===== config.mk =====
export PLATFORM = sky130hd
export DESIGN_NAME = sar_adc_sequencer
export DESIGN_NICKNAME = d
export VERILOG_FILES = /design/src/machine_cycle_tick.v /design/src/pin_sync_edge.v /design/src/sar_adc_sequencer.v
export VERILOG_INCLUDE_DIRS = /design/src
export SDC_FILE = /design/constraint.sdc
export NUM_CORES = 1
export LEC_CHECK = 0
export BUFFER_PORTS_ARGS = -buffer_cell sky130_fd_sc_hd__buf_2
export CORE_MARGIN = 2
export CORE_UTILIZATION = 35
export DETAILED_ROUTE_END_ITERATION = 16
export PLACE_DENSITY = 0.61
export SLEW_MARGIN = 5
export SYNTH_ARGS = -nofsm -noshare
export SYNTH_HDL_FRONTEND = slang
export SYNTH_SLANG_ARGS = --single-unit

===== constraint.sdc =====
create_clock -name clk_in -period 3.1 [get_ports clk_in]
set_input_delay 0.465 -clock clk_in [delete_from_list [all_inputs] [get_ports clk_in]]
set_output_delay 0.465 -clock clk_in [all_outputs]
set_load 0.02 [all_outputs]

===== src/sar_adc_defs.vh =====
// Purpose: Shared constants of the successive-approximation converter control
// Assumes: Eight-bit special function register bus, machine-cycle timing
// Notes:   Included by bare name from the sequencer, checker and test files
`ifndef SAR_ADC_DEFS_VH
`define SAR_ADC_DEFS_VH

// Special function register addresses
`define ADDR_CTL0       8'hF8
`define ADDR_RESH       8'hE2
`define ADDR_CTL1       8'hE1

// Control register zero fields
`define CTL0_RES1       7
`define CTL0_RES0       6
`define CTL0_EXT        5
`define CTL0_DONE       4
`define CTL0_START      3
`define CTL0_CH_HI      2
`define CTL0_CH_LO      0

// Control register one fields
`define CTL1_PWR        7
`define CTL1_CLKSEL     1
`define CTL1_BG         0
`define CTL1_RSV_W      5

// Reset values
`define RST_BYTE        8'h00
`define RST_CH          3'h0
`define RST_SAR         10'h000
`define RST_CNT         6'h00

// Conversion schedule in machine cycles
`define INIT_MC         6'h02
`define SAMPLE_MC       6'h08
`define TOTAL_MC        6'h23

// Approximation register
`define SAR_MSB         10'h200
`define SAR_TOP_IDX     4'h9
`define BIT_LAST_STEP   2'h3
`define CONV_DIV_LAST   2'h3

`endif


===== src/machine_cycle_tick.v =====
// Purpose: One-clock pulse at the end of every machine cycle
// Assumes: Machine cycle is a whole number of system clocks
// Notes:   Free running so the trigger pin is still watched in Idle
`timescale 1ns/1ps
`default_nettype none
module machine_cycle_tick #(
  parameter CLKS_PER_MC = 12
) (
  // Clock and reset
  input  wire       clk_in,
  input  wire       rst_in,
  // Machine cycle end strobe
  output wire       tick_out
);
  localparam integer LAST_I = CLKS_PER_MC - 1;
  localparam [7:0]   LAST   = LAST_I[7:0];

  reg [7:0] cnt_q;
  reg       tick_q;

  always @(posedge clk_in or posedge rst_in)
  begin
    if (rst_in)
    begin
      cnt_q  <= 8'h00;
      tick_q <= 1'b0;
    end
    else
    begin
      tick_q <= (cnt_q == LAST);
      if (cnt_q == LAST)
        cnt_q <= 8'h00;
      else
        cnt_q <= cnt_q + 8'h01;
    end
  end

  assign tick_out = tick_q;
endmodule
`default_nettype wire


===== src/pin_sync_edge.v =====
// Purpose: Two-flop synchroniser with strobed rising-edge detection
// Assumes: Input is asynchronous to clk_in
// Notes:   Edge is judged only between strobes, so pulses shorter than one
// Notes:   strobe period may be missed
`timescale 1ns/1ps
`default_nettype none
module pin_sync_edge (
  // Clock and reset
  input  wire       clk_in,
  input  wire       rst_in,
  // Asynchronous input and sample strobe
  input  wire       async_in,
  input  wire       strobe_in,
  // Synchronised level and rising edge pulse
  output wire       level_out,
  output wire       rise_out
);
  reg meta_q;
  reg sync_q;
  reg samp_q;
  reg rise_q;

  always @(posedge clk_in or posedge rst_in)
  begin
    if (rst_in)
    begin
      meta_q <= 1'b0;
      sync_q <= 1'b0;
      samp_q <= 1'b0;
      rise_q <= 1'b0;
    end
    else
    begin
      meta_q <= async_in;
      sync_q <= meta_q;
      rise_q <= strobe_in & sync_q & ~samp_q;
      if (strobe_in)
        samp_q <= sync_q;
    end
  end

  assign level_out = sync_q;
  assign rise_out  = rise_q;
endmodule
`default_nettype wire


===== src/sar_adc_sequencer.v =====
// Purpose: Start, sequencing, approximation and result registers of a 10-bit converter
// Assumes: Special function register bus on clk_in, analog ladder and comparator outside
// Notes:   All schedule counts are machine-cycle ticks of the internal divider
// Function
// - External start disabled: only a software set of start bit begins conversion.
// - External start enabled: software set or trigger pin rising edge starts.
// - Pin rising edge seen at cycle end; conversion begins next cycle. Here it begins one cycle later, the edge parked in the command flop.
// - Software start begins at the machine cycle after the setting write.
// - Start bit is a command flop for writes and a status flop for reads.
// - Two machine cycles of converter initialisation precede sampling.
// - Status flag rises after first init cycle, stays high while converting.
// - Sampling begins after second init cycle and lasts eight cycles.
// - Approximation starts with only the top bit set, kept if input higher.
// - Each lower bit is trialled and kept or cleared until ten are resolved.
// - Each bit trial takes four converter clock steps.
// - Completion sets the done flag in bit 4 of control register zero.
// - Result bits 9..2 go to the upper register, bits 1,0 to bits 7,6.
// - Done set and status cleared 35 machine cycles after the start.
// - Control bits 2..0 select one of eight analog inputs.
// - Start requests during a running conversion have no effect.
// - Entering Idle or Power-down aborts a conversion in progress.
// - A completed result is kept while the done flag stays set.
// - With the converter disabled its register bits are unavailable.
// - With external start enabled the pin still starts conversions in Idle.
// - Result code runs from 000H at bottom to 3FFH at top.
// - Software clearing the start bit aborts the running conversion.
// - No new conversion starts while status or done flag is set.
// - Power-enable bit switches the converter circuit on and off.
// - Clock-select picks system clock by four or RC oscillator by two.
`timescale 1ns/1ps
`default_nettype none
`include "sar_adc_defs.vh"
module sar_adc_sequencer #(
  parameter CLKS_PER_MC = 12
) (
  // Clock and reset
  input  wire       clk_in,
  input  wire       rst_in,
  // Special function register bus
  input  wire [7:0] sfr_addr_in,
  input  wire       sfr_wr_in,
  input  wire [7:0] sfr_wdata_in,
  output wire [7:0] sfr_rdata_out,
  // Processor power modes
  input  wire       idle_in,
  input  wire       power_down_in,
  // Pins and analog side
  input  wire       trigger_input_pin_in,
  input  wire       comparator_in,
  input  wire       rc_clk_in,
  output wire [2:0] channel_select_out,
  output wire       bandgap_select_out,
  output wire [9:0] dac_compare_level_out,
  output wire       converter_power_enable_out,
  output wire       sample_enable_out,
  // Status to the core
  output wire       conversion_irq_out,
  output wire       converter_busy_out
);
  localparam [1:0] ST_IDLE   = 2'd0;
  localparam [1:0] ST_INIT   = 2'd1;
  localparam [1:0] ST_SAMPLE = 2'd2;
  localparam [1:0] ST_CONV   = 2'd3;

  reg  [1:0] state_q;
  reg  [5:0] mc_cnt_q;
  reg        cmd_q;
  reg        status_q;
  reg        done_q;
  reg        ext_en_q;
  reg  [2:0] chan_q;
  reg  [7:0] ctl1_q;
  reg  [7:0] res_hi_q;
  reg  [1:0] res_lo_q;
  reg  [9:0] sar_q;
  reg  [3:0] bit_idx_q;
  reg  [1:0] step_q;
  reg        approx_q;
  reg  [1:0] div_q;
  reg        rc_half_q;
  reg        idle_q;
  reg        pd_q;
  reg  [7:0] rdata_q;
  reg  [7:0] rdata_d;

  wire       mc_tick;
  wire       trig_rise;
  wire       comp_level;
  wire       rc_rise;
  wire [9:0] sar_next;

  machine_cycle_tick #(
    .CLKS_PER_MC (CLKS_PER_MC)
  ) u_tick (
    .clk_in   (clk_in),
    .rst_in   (rst_in),
    .tick_out (mc_tick)
  );

  // Pin is sampled once per machine cycle, at its end
  pin_sync_edge u_trig (
    .clk_in    (clk_in),
    .rst_in    (rst_in),
    .async_in  (trigger_input_pin_in),
    .strobe_in (mc_tick),
    .level_out (),
    .rise_out  (trig_rise)
  );

  pin_sync_edge u_comp (
    .clk_in    (clk_in),
    .rst_in    (rst_in),
    .async_in  (comparator_in),
    .strobe_in (1'b1),
    .level_out (comp_level),
    .rise_out  ()
  );

  pin_sync_edge u_rc (
    .clk_in    (clk_in),
    .rst_in    (rst_in),
    .async_in  (rc_clk_in),
    .strobe_in (1'b1),
    .level_out (),
    .rise_out  (rc_rise)
  );

  wire power    = ctl1_q[`CTL1_PWR];
  wire running  = (state_q != ST_IDLE);
  wire hit_ctl0 = (sfr_addr_in == `ADDR_CTL0);
  wire hit_resh = (sfr_addr_in == `ADDR_RESH);
  wire hit_ctl1 = (sfr_addr_in == `ADDR_CTL1);

  // Control register zero is dead while the converter is off
  wire wr_ctl0   = sfr_wr_in & hit_ctl0 & power;
  wire wr_ctl1   = sfr_wr_in & hit_ctl1;
  wire sw_set    = wr_ctl0 & sfr_wdata_in[`CTL0_START];
  wire sw_clear  = wr_ctl0 & ~sfr_wdata_in[`CTL0_START] & (running | cmd_q);
  wire done_clr  = wr_ctl0 & ~sfr_wdata_in[`CTL0_DONE];

  // Clearing done in the same write as a start lets the start through
  wire can_start = ~running & ~cmd_q & ~status_q & (~done_q | done_clr);
  wire pin_start = power & ext_en_q & trig_rise & ~running & ~status_q & ~done_q;

  // Entry edges of the low-power modes
  wire mode_entry = (idle_in & ~idle_q) | (power_down_in & ~pd_q);
  wire abort      = mode_entry | sw_clear | ~power;

  // Command flop launches at the next machine cycle boundary
  // The pin edge flag comes a clock after the tick, so it is parked in the command flop
  wire launch   = ~running & mc_tick & cmd_q & ~abort;
  wire conv_end = (state_q == ST_CONV) & mc_tick & (mc_cnt_q == `TOTAL_MC - 6'h01);

  // Converter clock: fsys/4 or RC/2
  wire conv_tick = ctl1_q[`CTL1_CLKSEL] ? (rc_rise & rc_half_q) : (div_q == `CONV_DIV_LAST);
  wire trial_end = approx_q & conv_tick & (step_q == `BIT_LAST_STEP);

  // Keep or drop the bit under trial, then raise the next lower one
  genvar gi;
  generate
    for (gi = 0; gi < 10; gi = gi + 1)
    begin : g_sar
      assign sar_next[gi] = (bit_idx_q == gi) ? (sar_q[gi] & comp_level) :
                            ((bit_idx_q == gi + 1) ? 1'b1 : sar_q[gi]);
    end
  endgenerate

  always @(posedge clk_in or posedge rst_in)
  begin
    if (rst_in)
    begin
      div_q     <= 2'h0;
      rc_half_q <= 1'b0;
      idle_q    <= 1'b0;
      pd_q      <= 1'b0;
    end
    else
    begin
      div_q  <= div_q + 2'h1;
      idle_q <= idle_in;
      pd_q   <= power_down_in;
      if (rc_rise)
        rc_half_q <= ~rc_half_q;
    end
  end

  // Software-visible bits
  always @(posedge clk_in or posedge rst_in)
  begin
    if (rst_in)
    begin
      cmd_q    <= 1'b0;
      done_q   <= 1'b0;
      ext_en_q <= 1'b0;
      chan_q   <= `RST_CH;
      ctl1_q   <= `RST_BYTE;
    end
    else
    begin
      if (wr_ctl1)
      begin
        ctl1_q <= sfr_wdata_in;
        ctl1_q[`CTL1_RSV_W+1:`CTL1_CLKSEL+1] <= 5'h00;
      end
      if (wr_ctl0)
        ext_en_q <= sfr_wdata_in[`CTL0_EXT];
      // Channel is frozen while busy or a result waits
      if (wr_ctl0 & ~running & ~status_q & ~done_q & ~cmd_q)
        chan_q <= sfr_wdata_in[`CTL0_CH_HI:`CTL0_CH_LO];
      // Command flop, separate from the status flop
      if (abort | launch)
        cmd_q <= 1'b0;
      else if ((sw_set & can_start) | pin_start)
        cmd_q <= 1'b1;
      // Hardware set wins over a software clear
      if (conv_end)
        done_q <= 1'b1;
      else if (done_clr)
        done_q <= 1'b0;
    end
  end

  // Conversion sequence
  always @(posedge clk_in or posedge rst_in)
  begin
    if (rst_in)
    begin
      state_q   <= ST_IDLE;
      mc_cnt_q  <= `RST_CNT;
      status_q  <= 1'b0;
      res_hi_q  <= `RST_BYTE;
      res_lo_q  <= 2'h0;
      sar_q     <= `RST_SAR;
      bit_idx_q <= 4'h0;
      step_q    <= 2'h0;
      approx_q  <= 1'b0;
    end
    else if (abort & (running | cmd_q))
    begin
      state_q  <= ST_IDLE;
      mc_cnt_q <= `RST_CNT;
      status_q <= 1'b0;
      approx_q <= 1'b0;
    end
    else
    begin
      if (launch)
      begin
        state_q  <= ST_INIT;
        mc_cnt_q <= `RST_CNT;
      end
      else if (running & mc_tick)
        mc_cnt_q <= mc_cnt_q + 6'h01;
      case (state_q)
        ST_INIT:
        begin
          if (mc_tick & (mc_cnt_q == `RST_CNT))
            status_q <= 1'b1;
          if (mc_tick & (mc_cnt_q == `INIT_MC - 6'h01))
            state_q <= ST_SAMPLE;
        end
        ST_SAMPLE:
        begin
          if (mc_tick & (mc_cnt_q == `INIT_MC + `SAMPLE_MC - 6'h01))
          begin
            state_q   <= ST_CONV;
            sar_q     <= `SAR_MSB;
            bit_idx_q <= `SAR_TOP_IDX;
            step_q    <= 2'h0;
            approx_q  <= 1'b1;
          end
        end
        ST_CONV:
        begin
          if (approx_q & conv_tick)
            step_q <= step_q + 2'h1;
          if (trial_end)
          begin
            sar_q <= sar_next;
            if (bit_idx_q == 4'h0)
              approx_q <= 1'b0;
            else
              bit_idx_q <= bit_idx_q - 4'h1;
          end
          // Result registers change only here, and never while done is set
          if (conv_end)
          begin
            state_q  <= ST_IDLE;
            status_q <= 1'b0;
            approx_q <= 1'b0;
            res_hi_q <= sar_q[9:2];
            res_lo_q <= sar_q[1:0];
          end
        end
        default:
        begin
          status_q <= status_q;
        end
      endcase
    end
  end

  // Read data registered; unmapped or disabled addresses read zero
  always @*
  begin
    rdata_d = `RST_BYTE;
    if (hit_ctl0 & power)
      rdata_d = {res_lo_q[1], res_lo_q[0], ext_en_q, done_q, status_q, chan_q};
    else if (hit_resh & power)
      rdata_d = res_hi_q;
    else if (hit_ctl1)
      rdata_d = ctl1_q;
  end

  always @(posedge clk_in or posedge rst_in)
  begin
    if (rst_in)
      rdata_q <= `RST_BYTE;
    else
      rdata_q <= rdata_d;
  end

  assign sfr_rdata_out              = rdata_q;
  assign channel_select_out         = chan_q;
  assign bandgap_select_out         = ctl1_q[`CTL1_BG];
  assign dac_compare_level_out      = sar_q;
  assign converter_power_enable_out = power;
  assign sample_enable_out          = (state_q == ST_SAMPLE);
  assign conversion_irq_out         = done_q;
  assign converter_busy_out         = status_q;
endmodule
`default_nettype wire


======== Word level (Yosys, flattened, before mapping) ========
Index checks and enable logic that the tools add are counted.
word-level totals
  bits in registers ....................... 77
  input bits .............................. 24
  output and inout port bits .............. 26
operators by class
  eq/ne operators ......................... 41
  reduce and logical (&&, ||, !) cells .... 24
  bitwise logic cells ..................... 71
  add/sub/neg operators ................... 5
  multiplexer cells ....................... 58
operators with widths
  kind                                                                    number
  5-bit AND reduction                                                     11
  1-bit AND                                                               50
  1-bit 2-to-1 mux                                                        33
  3-bit by 1-bit != test with 1-bit output (second input constant)        11
  8-bit 2-to-1 mux                                                        4
  8-bit equality test (second input constant)                             3
  10-bit 2-to-1 mux                                                       2
  10-bit case mux with 2 select lines                                     1
  6-bit 2-to-1 mux                                                        3
  4-bit by 3-bit equality test with 1-bit output (second input constant)  4
  2-bit 2-to-1 mux                                                        7
  1-bit NOT                                                               14
  4-bit equality test (second input constant)                             3
  4-bit 2-to-1 mux                                                        3
  3-bit nonzero test                                                      3
  8-bit by 1-bit adder with 8-bit output (second input constant)          1
  2-bit equality test (second input constant)                             4
  4-bit by 2-bit equality test with 1-bit output (second input constant)  2
  8-bit by 4-bit equality test with 1-bit output (second input constant)  1
  4-bit case mux with 2 select lines                                      1
  4-bit AND reduction                                                     2
  2-bit nonzero test                                                      4
  1-bit bitwise OR                                                        7
  6-bit by 1-bit adder with 6-bit output (second input constant)          1
  other kinds (19)                                                        24

======== Logic depth before layout (Yosys ltp) ========
Gate-level depths: netlist of the first run.
  depth in word-level cells ............... 13
  gate-level depth with buffers ........... 9
  gate-level depth less buffers ........... 7

======== Hierarchy ========
A second synthesis of the first run with hierarchy kept.
unflattened totals
  cell total of the unflattened synthesis .. 342
  area, all modules ....................... 3787.4 sq um
by module, submodules not included
  module              area an instance (sq um)  cells each  sequential area each (sq um)  times used
  sar_adc_sequencer   3007.9                    289         1451.4                        1
  machine_cycle_tick  392.9                     32          225.2                         1
  pin_sync_edge       128.9                     7           100.1                         3

======== Least setup slack after synthesis of the first run ========
OpenSTA, ideal clock, no wires.
  path kind ............................... in2reg
  from .................................... input sfr_addr_in[2]
  to ...................................... register step_q[0]
  arrival time ............................ 1768 ps
  cell stages on the path ................. 5
  library setup time ...................... 125 ps
  setup slack ............................. 1207 ps
  path through ............................ nand4b_4 or4_4 o21ai_4 nor3_2 mux2_4
on the way
  cells in the longest elaborated chain, start to end .. 10
RTL lines
  item                                  RTL line                 text
  start: declaration                    sar_adc_sequencer.v:40   input wire [7:0] sfr_addr_in,
  8-bit equality test (no source line)  --
  1-bit AND (2 in series)               sar_adc_sequencer.v:135  wire wr_ctl0 = sfr_wr_in & hit_ctl0 & power;
  1-bit AND (2 in series)               sar_adc_sequencer.v:138  wire sw_clear = wr_ctl0 & ~sfr_wdata_in[`CTL0_START] & (running | cmd_q);
  1-bit bitwise OR (2 in series)        sar_adc_sequencer.v:147  wire abort = mode_entry | sw_clear | ~power;
  1-bit AND                             sar_adc_sequencer.v:238  else if (abort & (running | cmd_q))
  1-bit NOT (no source line)            --
  4-bit AND reduction (no source line)  --
  end signal: assignment                sar_adc_sequencer.v:276  step_q <= step_q + 2'h1;
  end: declaration                      sar_adc_sequencer.v:77   reg [1:0] step_q;
Every way passes these cells.
A chain may end at the register's enable or synchronous reset.

======== Worst setup path after layout of the first run ========
  from .................................... register mc_cnt_q[1]
  to ...................................... register sar_q[2], in the netlist dac_compare_level_out[2]
on the way
  cells in the longest elaborated chain, start to end .. 4
RTL lines
  item                                                       RTL line                 text
  start: declaration                                         sar_adc_sequencer.v:66   reg [5:0] mc_cnt_q;
  start signal: assignment                                   sar_adc_sequencer.v:229  mc_cnt_q <= `RST_CNT;
  start signal: assignment                                   sar_adc_sequencer.v:241  mc_cnt_q <= `RST_CNT;
  start signal: assignment                                   sar_adc_sequencer.v:250  mc_cnt_q <= `RST_CNT;
  6-bit by 4-bit equality test with 1-bit output             sar_adc_sequencer.v:264  if (mc_tick & (mc_cnt_q == `INIT_MC + `SAMPLE_MC - 6'h01))
  1-bit AND                                                  sar_adc_sequencer.v:264
  2-bit by 1-bit != test with 1-bit output (no source line)  --
  5-bit AND reduction (no source line)                       --
  end signal: assignment                                     sar_adc_sequencer.v:233  sar_q <= `RST_SAR;
  end signal: assignment                                     sar_adc_sequencer.v:267  sar_q <= `SAR_MSB;
  end signal: assignment                                     sar_adc_sequencer.v:279  sar_q <= sar_next;
  end: declaration                                           sar_adc_sequencer.v:75   reg [9:0] sar_q;
Every way passes these cells.

==> results by group, run 1 <==
Pwr
  • Switching fraction of total power: between 20% and 30%
  • Internal power: ~0.0015 W
  • Total power: around 0.0019 W
  • Max rail drop VDD: 226 uV
  • Clock Power Share: 43.8%
  • Flop pwr share: around 53%
  • Combinational share of power: approximately 3.1%
  • Leakage: 2.01 nW
  • Net switching power: 0.000421 W
  • Pwr per Cell Area: 457 mW/mm2

Hold path
  • Min-Delay Path Class: in -> async

CTS
  • CTS Hold Bufs: 0
  • CTS tree: yes
  • Clk pin slew, worst setup/hold paths: 80 ps
  • Clock sinks: 77
  • Clock tree buffer depth: 2
  • TritonCTS Buffers: 9
  • H-tree level count: 3
  • PostCTS Resize Cnt: 0
  • Post-CTS Setup Inserts: 0
  • CTS Root Cell: clkbuf_8
  • Worst-skew pair later-pin latency: 350 ps

Synth
  • Avg Inst Size Synth: 10.8 um2
  • Share of flip-flops with an asynchronous set or reset: 100%
  • Largest area contributor in the netlist: dfrtp_1
  • Synthesized cell area: 0.00360 mm2
  • Mapped Cells: 333
  • EDFF count, synth: 0
  • #FFs+latches synth: 77
  • Synth top area cells: dfrtp_1 (54%), mux2_2 (5.6%), o21ai_0 (3.9%), ha_1 (3.8%), nand2_1 (3.1%)
  • YS warnings: 0
  • Ys flop type: dfrtp_1
  • Syn nets: around 370
  • Seq/Total Area, Yosys: between 50% and 60%
  • Yosys top cell area share: 53.5%
  • Unique masters post-synth: 55

Critical path
  • Critical path cell sequence: inv_1, ha_1, nor2b_1, and4_1, o2111ai_2, or2_1, o41ai_1
  • R2r setup slk: 670 ps
  • CP Capture Type: flip-flop
  • CP Class: reg -> reg
  • Arrival time worst endpoint: roughly 2700 ps
  • Startpoint types: flip-flop
  • Path depth of the worst reg2reg path: 7
  • Maximum fanout along the worst path: 16
  • CP peak stage delay: about 450 ps
  • R2r startpoint: mc_cnt_q[1]
  • Slowest library cell on the worst path: dfrtp_1
  • Reg2reg end: dac_compare_level_out[2]
  • Worst path required time: 3330 ps

Detailed routing
  • Routed WL per cell: about 15 um
  • WL met3: 316 um
  • Metal-1 WL: 3720 um
  • Vias per inst: 5.15
  • DRC: 0
  • Top layer reached by signal wires: met4
  • Initial DRC Count: 179
  • Routed Wire Length: 8220 um
  • Post-route ant nets: 0
  • Vias: 2733
  • DR WL met2: a little over 4000 um
  • DRT Pass-1 Iters: 4

Floorplanning
  • Site Rows: 37
  • Top Ports: 50
  • Die Y: 105 um
  • Full die area: 0.0111 mm2
  • Die width: 105 um
  • Initial Utilization: 35.5%
  • Area of the core: slightly above 0.01 mm2

Layout
  • Nets@finish: 425
  • Share of post-route cells with drive strength above 1: ~26%
  • Area Growth Syn to Fin: 18.0%
  • Antenna diodes: 0
  • Filler-free cell count of the finished design: around 530
  • Fill cells: 971
  • Utilization after layout: 41.9%

Global route
  • Wire length of the first global-routing pass: 13900 um
  • Total track usage: 15.8%
  • Largest net degree at the start of global routing: 78
  • Total gr overflow: 0
  • Initial antenna violation count: 0
  • Vias in the first global route: around 2800

Timing
  • Total negative slack: 0 ps
  • Fmax: 411 MHz
  • RSZ-0062 raised after global routing: no
  • Fin crit period: 2430 ps
  • Slew headroom: about half
  • Max Clock Skew: 7.25 ps
  • Final Cycle Share: 78.4%
  • Worst slew pin tran: between 700 and 800 ps
  • Final hold vios: 0
  • Setup violations, final: 0
  • Slew Limit Fails: 0

Placed design
  • IO Port Bufs: 48
  • DP Cell Count: 515
  • Gpl congestion: 0.874
  • DP HPWL: 5800 um

Outcome
  • Outcome: finished clean

Run
  • Max Cap Viol: 0
power groups by stage:
stage / Combinational (W) / Clock, W / Sequential, W
6_report: 0.0000598 / 0.000849 / 0.00103
5_1_grt: 0.0000692 / 0.000925 / 0.00103
4_1_cts: 0.0000627 / 0.000871 / 0.00103
3_5_place_dp: 0.0000625 / 0 / 0.00105
3_3_place_gp: 0.0000603 / 0 / 0.00105
2_1_floorplan: 0.0000294 / 0 / 0.00105
layout make-up:
type | instances | area [um2] | share of cell area (%)
clock inverter | 5 | 81.3 | 1.92
tap | 136 | 170 | 4.01
sequential | 77 | 1930 | 45.4
timing repair buffer | 54 | 298 | 7.01
inverter | 17 | 63.8 | 1.50
multi-input combinational | 231 | 1560 | 36.8
clock buffer | 11 | 141 | 3.33
cell usage after synthesis (2+ instances only):
master and count:
a222oi_1 3, o21ai_0 28, o21a_1 2, nor4_1 4, dfrtp_1 77, nor2_1 28
and3_1 5, nand4_1 2, o41ai_1 3, a21oi_1 16, xnor2_1 5, a31oi_1 2
o31ai_1 5, inv_1 17, clkbuf_1 3, or3_1 3, or2_2 2, buf_4 3
mux2_2 18, a22o_1 8, a211oi_1 2, nor3_1 4, nand2b_1 4, ha_1 11
xor2_1 2, nor4b_1 2, nand2_1 30, nor2b_1 4, a22oi_1 2, and2_1 4
nand3_1 10
worst max path at each step:
stage                    start                        to  cells after the start
3_3_place_gp   u_tick.tick_out  dac_compare_level_out[2]                      5
6_report           mc_cnt_q[1]  dac_compare_level_out[2]                      7
3_5_place_dp   u_tick.tick_out  dac_compare_level_out[2]                      5
2_1_floorplan           rst_in                  approx_q                      1
4_1_cts        u_tick.tick_out  dac_compare_level_out[2]                      5
5_1_grt        u_tick.tick_out  dac_compare_level_out[2]                      5
flip-flops by register name (all words and copies together) (netlist names), 2 cells and up:
name                   flops
state_q                    2
bit_idx_q                  4
res_hi_q                   8
u_tick.cnt_q               8
mc_cnt_q                   6
sfr_rdata_out              8
channel_select_out         3
step_q                     2
div_q                      2
dac_compare_level_out     10
ctl1_q                     3
res_lo_q                   2
placed cells by master, fill, tap and decap left out, types with 5 or more instances in the layout:
cell and n:
ha_1 11, a21oi_1 16, nand2_1 30, clkbuf_8 10, xnor2_1 5, mux2_2 18, o21ai_0 28, buf_2 48
dfrtp_1 77, and3_1 5, o31ai_1 5, nor2_1 28, buf_4 5, inv_1 16, a22o_1 8, nand3_1 10
cells by family after synthesis:
| logic type | synth area share, % |
|---|---|
| adder cells (fa/ha/maj) | 3.82 |
| AO/OA/AOI/OAI | 14.9 |
| buffers and inverters | 3.16 |
| AND/OR/NAND/NOR | 16.5 |
| flip-flops | 53.5 |
| multiplexers | 6.33 |
| XOR/XNOR | 1.70 |
critical path: cells and delay by family, from the launching register on:
family | cells | cell delay, ps
compound gates | 2 | 780
flops | 1 | 450
simple gates | 3 | 820
fa+ha+maj | 1 | 160
buf+inv | 1 | 100
per-stage QoR:
step / hold slack, ps / instance area, um2 / setup WS [ps]
after detailed placement: 344 / 4020 / 752
final: 174 / 4250 / 670
after global placement: 337 / 4020 / 750
after global routing: 199 / 4250 / 463
after CTS: 202 / 4250 / 688
after floorplan: 331 / 3600 / 668
layer usage:
| metal | GRT usage, % | up-vias |
|---|---|---|
| li1 | - | 1313 |
| met1 | 21.4 | 1361 |
| met2 | 24.8 | 47 |
| met3 | 3.53 | 12 |
| met4 | 6.10 | 0 |
| met5 | 0 | - |
No activity file was read; power rests on OpenSTA's default activity.
==> run 2: changes to the inputs <==
ABC_AREA = 1   (was unset)
PLACE_DENSITY = 0.63   (was 0.61)
clock period = 2.2 ns   (was 3.1 ns; I/O delays follow)
==> run 2 against run 1 <==
  * Count of clock-buffer cells in the layout is 2 lower
  * Combinational power grew to 13 times the previous value
  * Die area is 7.9% higher
  * Final area is 6.9% higher
  * Worst hold slack worse by 110 ps
==> results by group, run 2 <==
Outcome
  • Outcome: finished clean

Placed design
  • DP Cell Count: 666
  • Gpl congestion: slightly below 0.9
  • DP HPWL: 5900 um
  • Area after DPL: about 0.0043 mm2
  • IO Port Bufs: 48

Critical path
  • Arrival time worst endpoint: 2160 ps
  • Worst path required time: 2450 ps
  • Maximum fanout along the worst path: 12
  • Startpoint types: flip-flop
  • CP Class: reg -> reg
  • CP Capture Type: flip-flop

Synth
  • Synth top area cells: dfrtp_1 (49%), nand2_1 (13%), inv_1 (6.5%), nand3_1 (4.8%), nor2_1 (4.0%)
  • Share of flip-flops with an asynchronous set or reset: between 90% and 100%
  • Avg Inst Size Synth: 8.10 um2
  • YS warnings: 0
  • Syn nets: roughly 520
  • Synthesized cell area: approximately 0.0039 mm2
  • #FFs+latches synth: 77
  • Ys flop type: dfrtp_1
  • Largest area contributor in the netlist: dfrtp_1
  • Most frequent cell after synthesis: nand2_1
  • Seq/Total Area, Yosys: about half
  • Yosys top cell area share: 49.5%
  • Mapped Cells: 481
  • EDFF count, synth: 0
  • Unique masters post-synth: 33
  • Commonest cells post-synth: nand2_1 (130), dfrtp_1 (77), inv_1 (67)

Layout
  • Share of post-route cells with drive strength above 1: 17.9%
  • Reg area: 0.00193 mm2
  • Nets@finish: 572
  • Commonest non-fill, non-tap cell in the layout: nand2_1
  • Fill cells: 1088
  • Filler-free cell count of the finished design: ~700
  • Final instance area: 0.00454 mm2
  • Max reg flops: 10
  • Multi-input gate area: 0.00165 mm2
  • Antenna diodes: 0
  • Commonest cells after routing, fill and taps aside: nand2_1 (130), dfrtp_1 (77), inv_1 (66)
  • Area Growth Syn to Fin: 16.5%

Detailed routing
  • Routed WL per cell: 11.8 um
  • Vias per inst: about 4.7
  • Routed Wire Length: a little over 8000 um
  • DRC: 0
  • Post-route ant nets: 0
  • Initial DRC Count: 218
  • DRT Pass-1 Iters: 4
  • Vias: between 3000 and 4000

Global route
  • Wire length of the first global-routing pass: 13800 um
  • Largest net degree at the start of global routing: 78
  • Total track usage: between 10% and 20%
  • Total gr overflow: 0
  • Vias in the first global route: 3072
  • Initial antenna violation count: 0

Pwr
  • Combinational share of power: 21.9%
  • Net switching power: 0.00119 W
  • Max rail drop VDD: 276 uV
  • Leakage: around 2.4 nW
  • Flop pwr share: a little under half
  • Total power: 0.00362 W
  • Switching fraction of total power: between 30% and 40%
  • Internal power: ~0.0024 W
  • Clock Power Share: 32.7%
  • Pwr per Cell Area: 798 mW/mm2

CTS
  • CTS Hold Bufs: 0
  • Clock tree buffer depth: 2
  • CTS tree: yes
  • Post-CTS Setup Inserts: 0
  • Worst-skew pair later-pin latency: 360 ps
  • H-tree level count: 3
  • Clock sinks: 77
  • PostCTS Resize Cnt: 0
  • CTS Root Cell: clkbuf_8
  • Clk pin slew, worst setup/hold paths: ~80 ps
  • TritonCTS Buffers: 9

Timing
  • Fin crit period: 1910 ps
  • Max Clock Skew: 11.0 ps
  • Total negative slack: 0 ps
  • Slew headroom: between 50 and 60%
  • Fmax: 523 MHz
  • Slew Limit Fails: 0
  • Worst slew pin tran: 608 ps
  • Final Cycle Share: 86.8%
  • Setup violations, final: 0
  • Final hold vios: 0
  • Worst hold slack: ~63 ps
  • RSZ-0062 raised after global routing: no

Hold path
  • Min-Delay Path Class: in -> reg

Floorplanning
  • Die width: 109 um
  • Full die area: 0.0120 mm2
  • Site Rows: 38
  • Area of the core: approximately 0.011 mm2
  • Top Ports: 50
  • Initial Utilization: 35.9%
  • Die Y: 109 um

Run
  • Max Cap Viol: 0
==> run 2: cell count changes in the layout (fill, tap and decap cells not counted), moves of 5 or more <==
cell	change
nand2_2	+6
nor2_1	+13
o31ai_1	-5
o21ai_1	+10
nand2_1	+100
inv_1	+50
xor2_1	+8
a22o_1	-8
mux2_2	-18
nand3_1	+27
nand4_1	+6
==> run 2: worst max-delay path, stage by stage, from the launching register on <==
cell,delay [ps]
dfrtp_1,430
inv_1,100
ha_1,160
nand3_1,90
o21ai_1,210
nand2_1,300
nor2_1,180
nand2_1,160
nand2_1,90
o21ai_0,80
==> run 2: final cells by class <==
class | instances | area share (%)
Clock buffer | 9 | 2.73
Clock inverter | 7 | 2.18
Inverter | 71 | 5.96
Multi-Input combinational cell | 325 | 36.4
Sequential cell | 77 | 42.5
Tap cell | 140 | 3.86
Timing Repair Buffer | 53 | 6.40
==> run 2: cell families after synthesis <==
kind of cell | synth area share, %
compound gates | 8.19
xor+xnor | 2.47
fa+ha+maj | 3.53
buf+inv | 8.10
flops | 49.5
simple gates | 28.2
==> run 2: metal layers <==
| metal | track usage (%) | vias to the layer above | part of all wire (%) |
|---|---|---|---|
| li1 | - | 1641 | - |
| met1 | 17.8 | 1453 | 45 |
| met2 | 24.4 | 75 | 48 |
| met3 | 3.91 | 12 | 5.0 |
| met4 | 7.41 | 0 | 1.7 |
| met5 | 0 | - | 0 |
==> run 2: final timing paths <==
path / startpoint / slack, ps / cells after the start / to
max: mc_cnt_q[1] / 290 / 9 / bit_idx_q[0]
min: comparator_in / 60 / 1 / u_comp.meta_q
max reg2reg: mc_cnt_q[1] / 290 / 9 / bit_idx_q[0]
min reg2reg: u_trig.meta_q / 350 / 0 / u_trig.level_out
max in group asynchronous: rst_in / 1810 / 3 / res_lo_q[1]
min in group asynchronous: rst_in / 80 / 3 / rc_half_q
==> run 2: power by group through the flow <==
stage / registers [W] / logic, W / clock network [W]
4_1_cts: 0.00165 / 0.000806 / 0.00122
2_1_floorplan: 0.00168 / 0.000566 / 0
3_3_place_gp: 0.00167 / 0.000785 / 0
6_report: 0.00164 / 0.000793 / 0.00118
3_5_place_dp: 0.00167 / 0.000804 / 0
5_1_grt: 0.00167 / 0.000924 / 0.00128
==> run 2: stage by stage <==
step                worst slack [ps]  utilization [%]
floorplan                        644                -
global placement                 352             39.8
detailed placement               267             39.8
CTS                              258             41.9
global route                    17.2             41.9
finish                           289             41.9
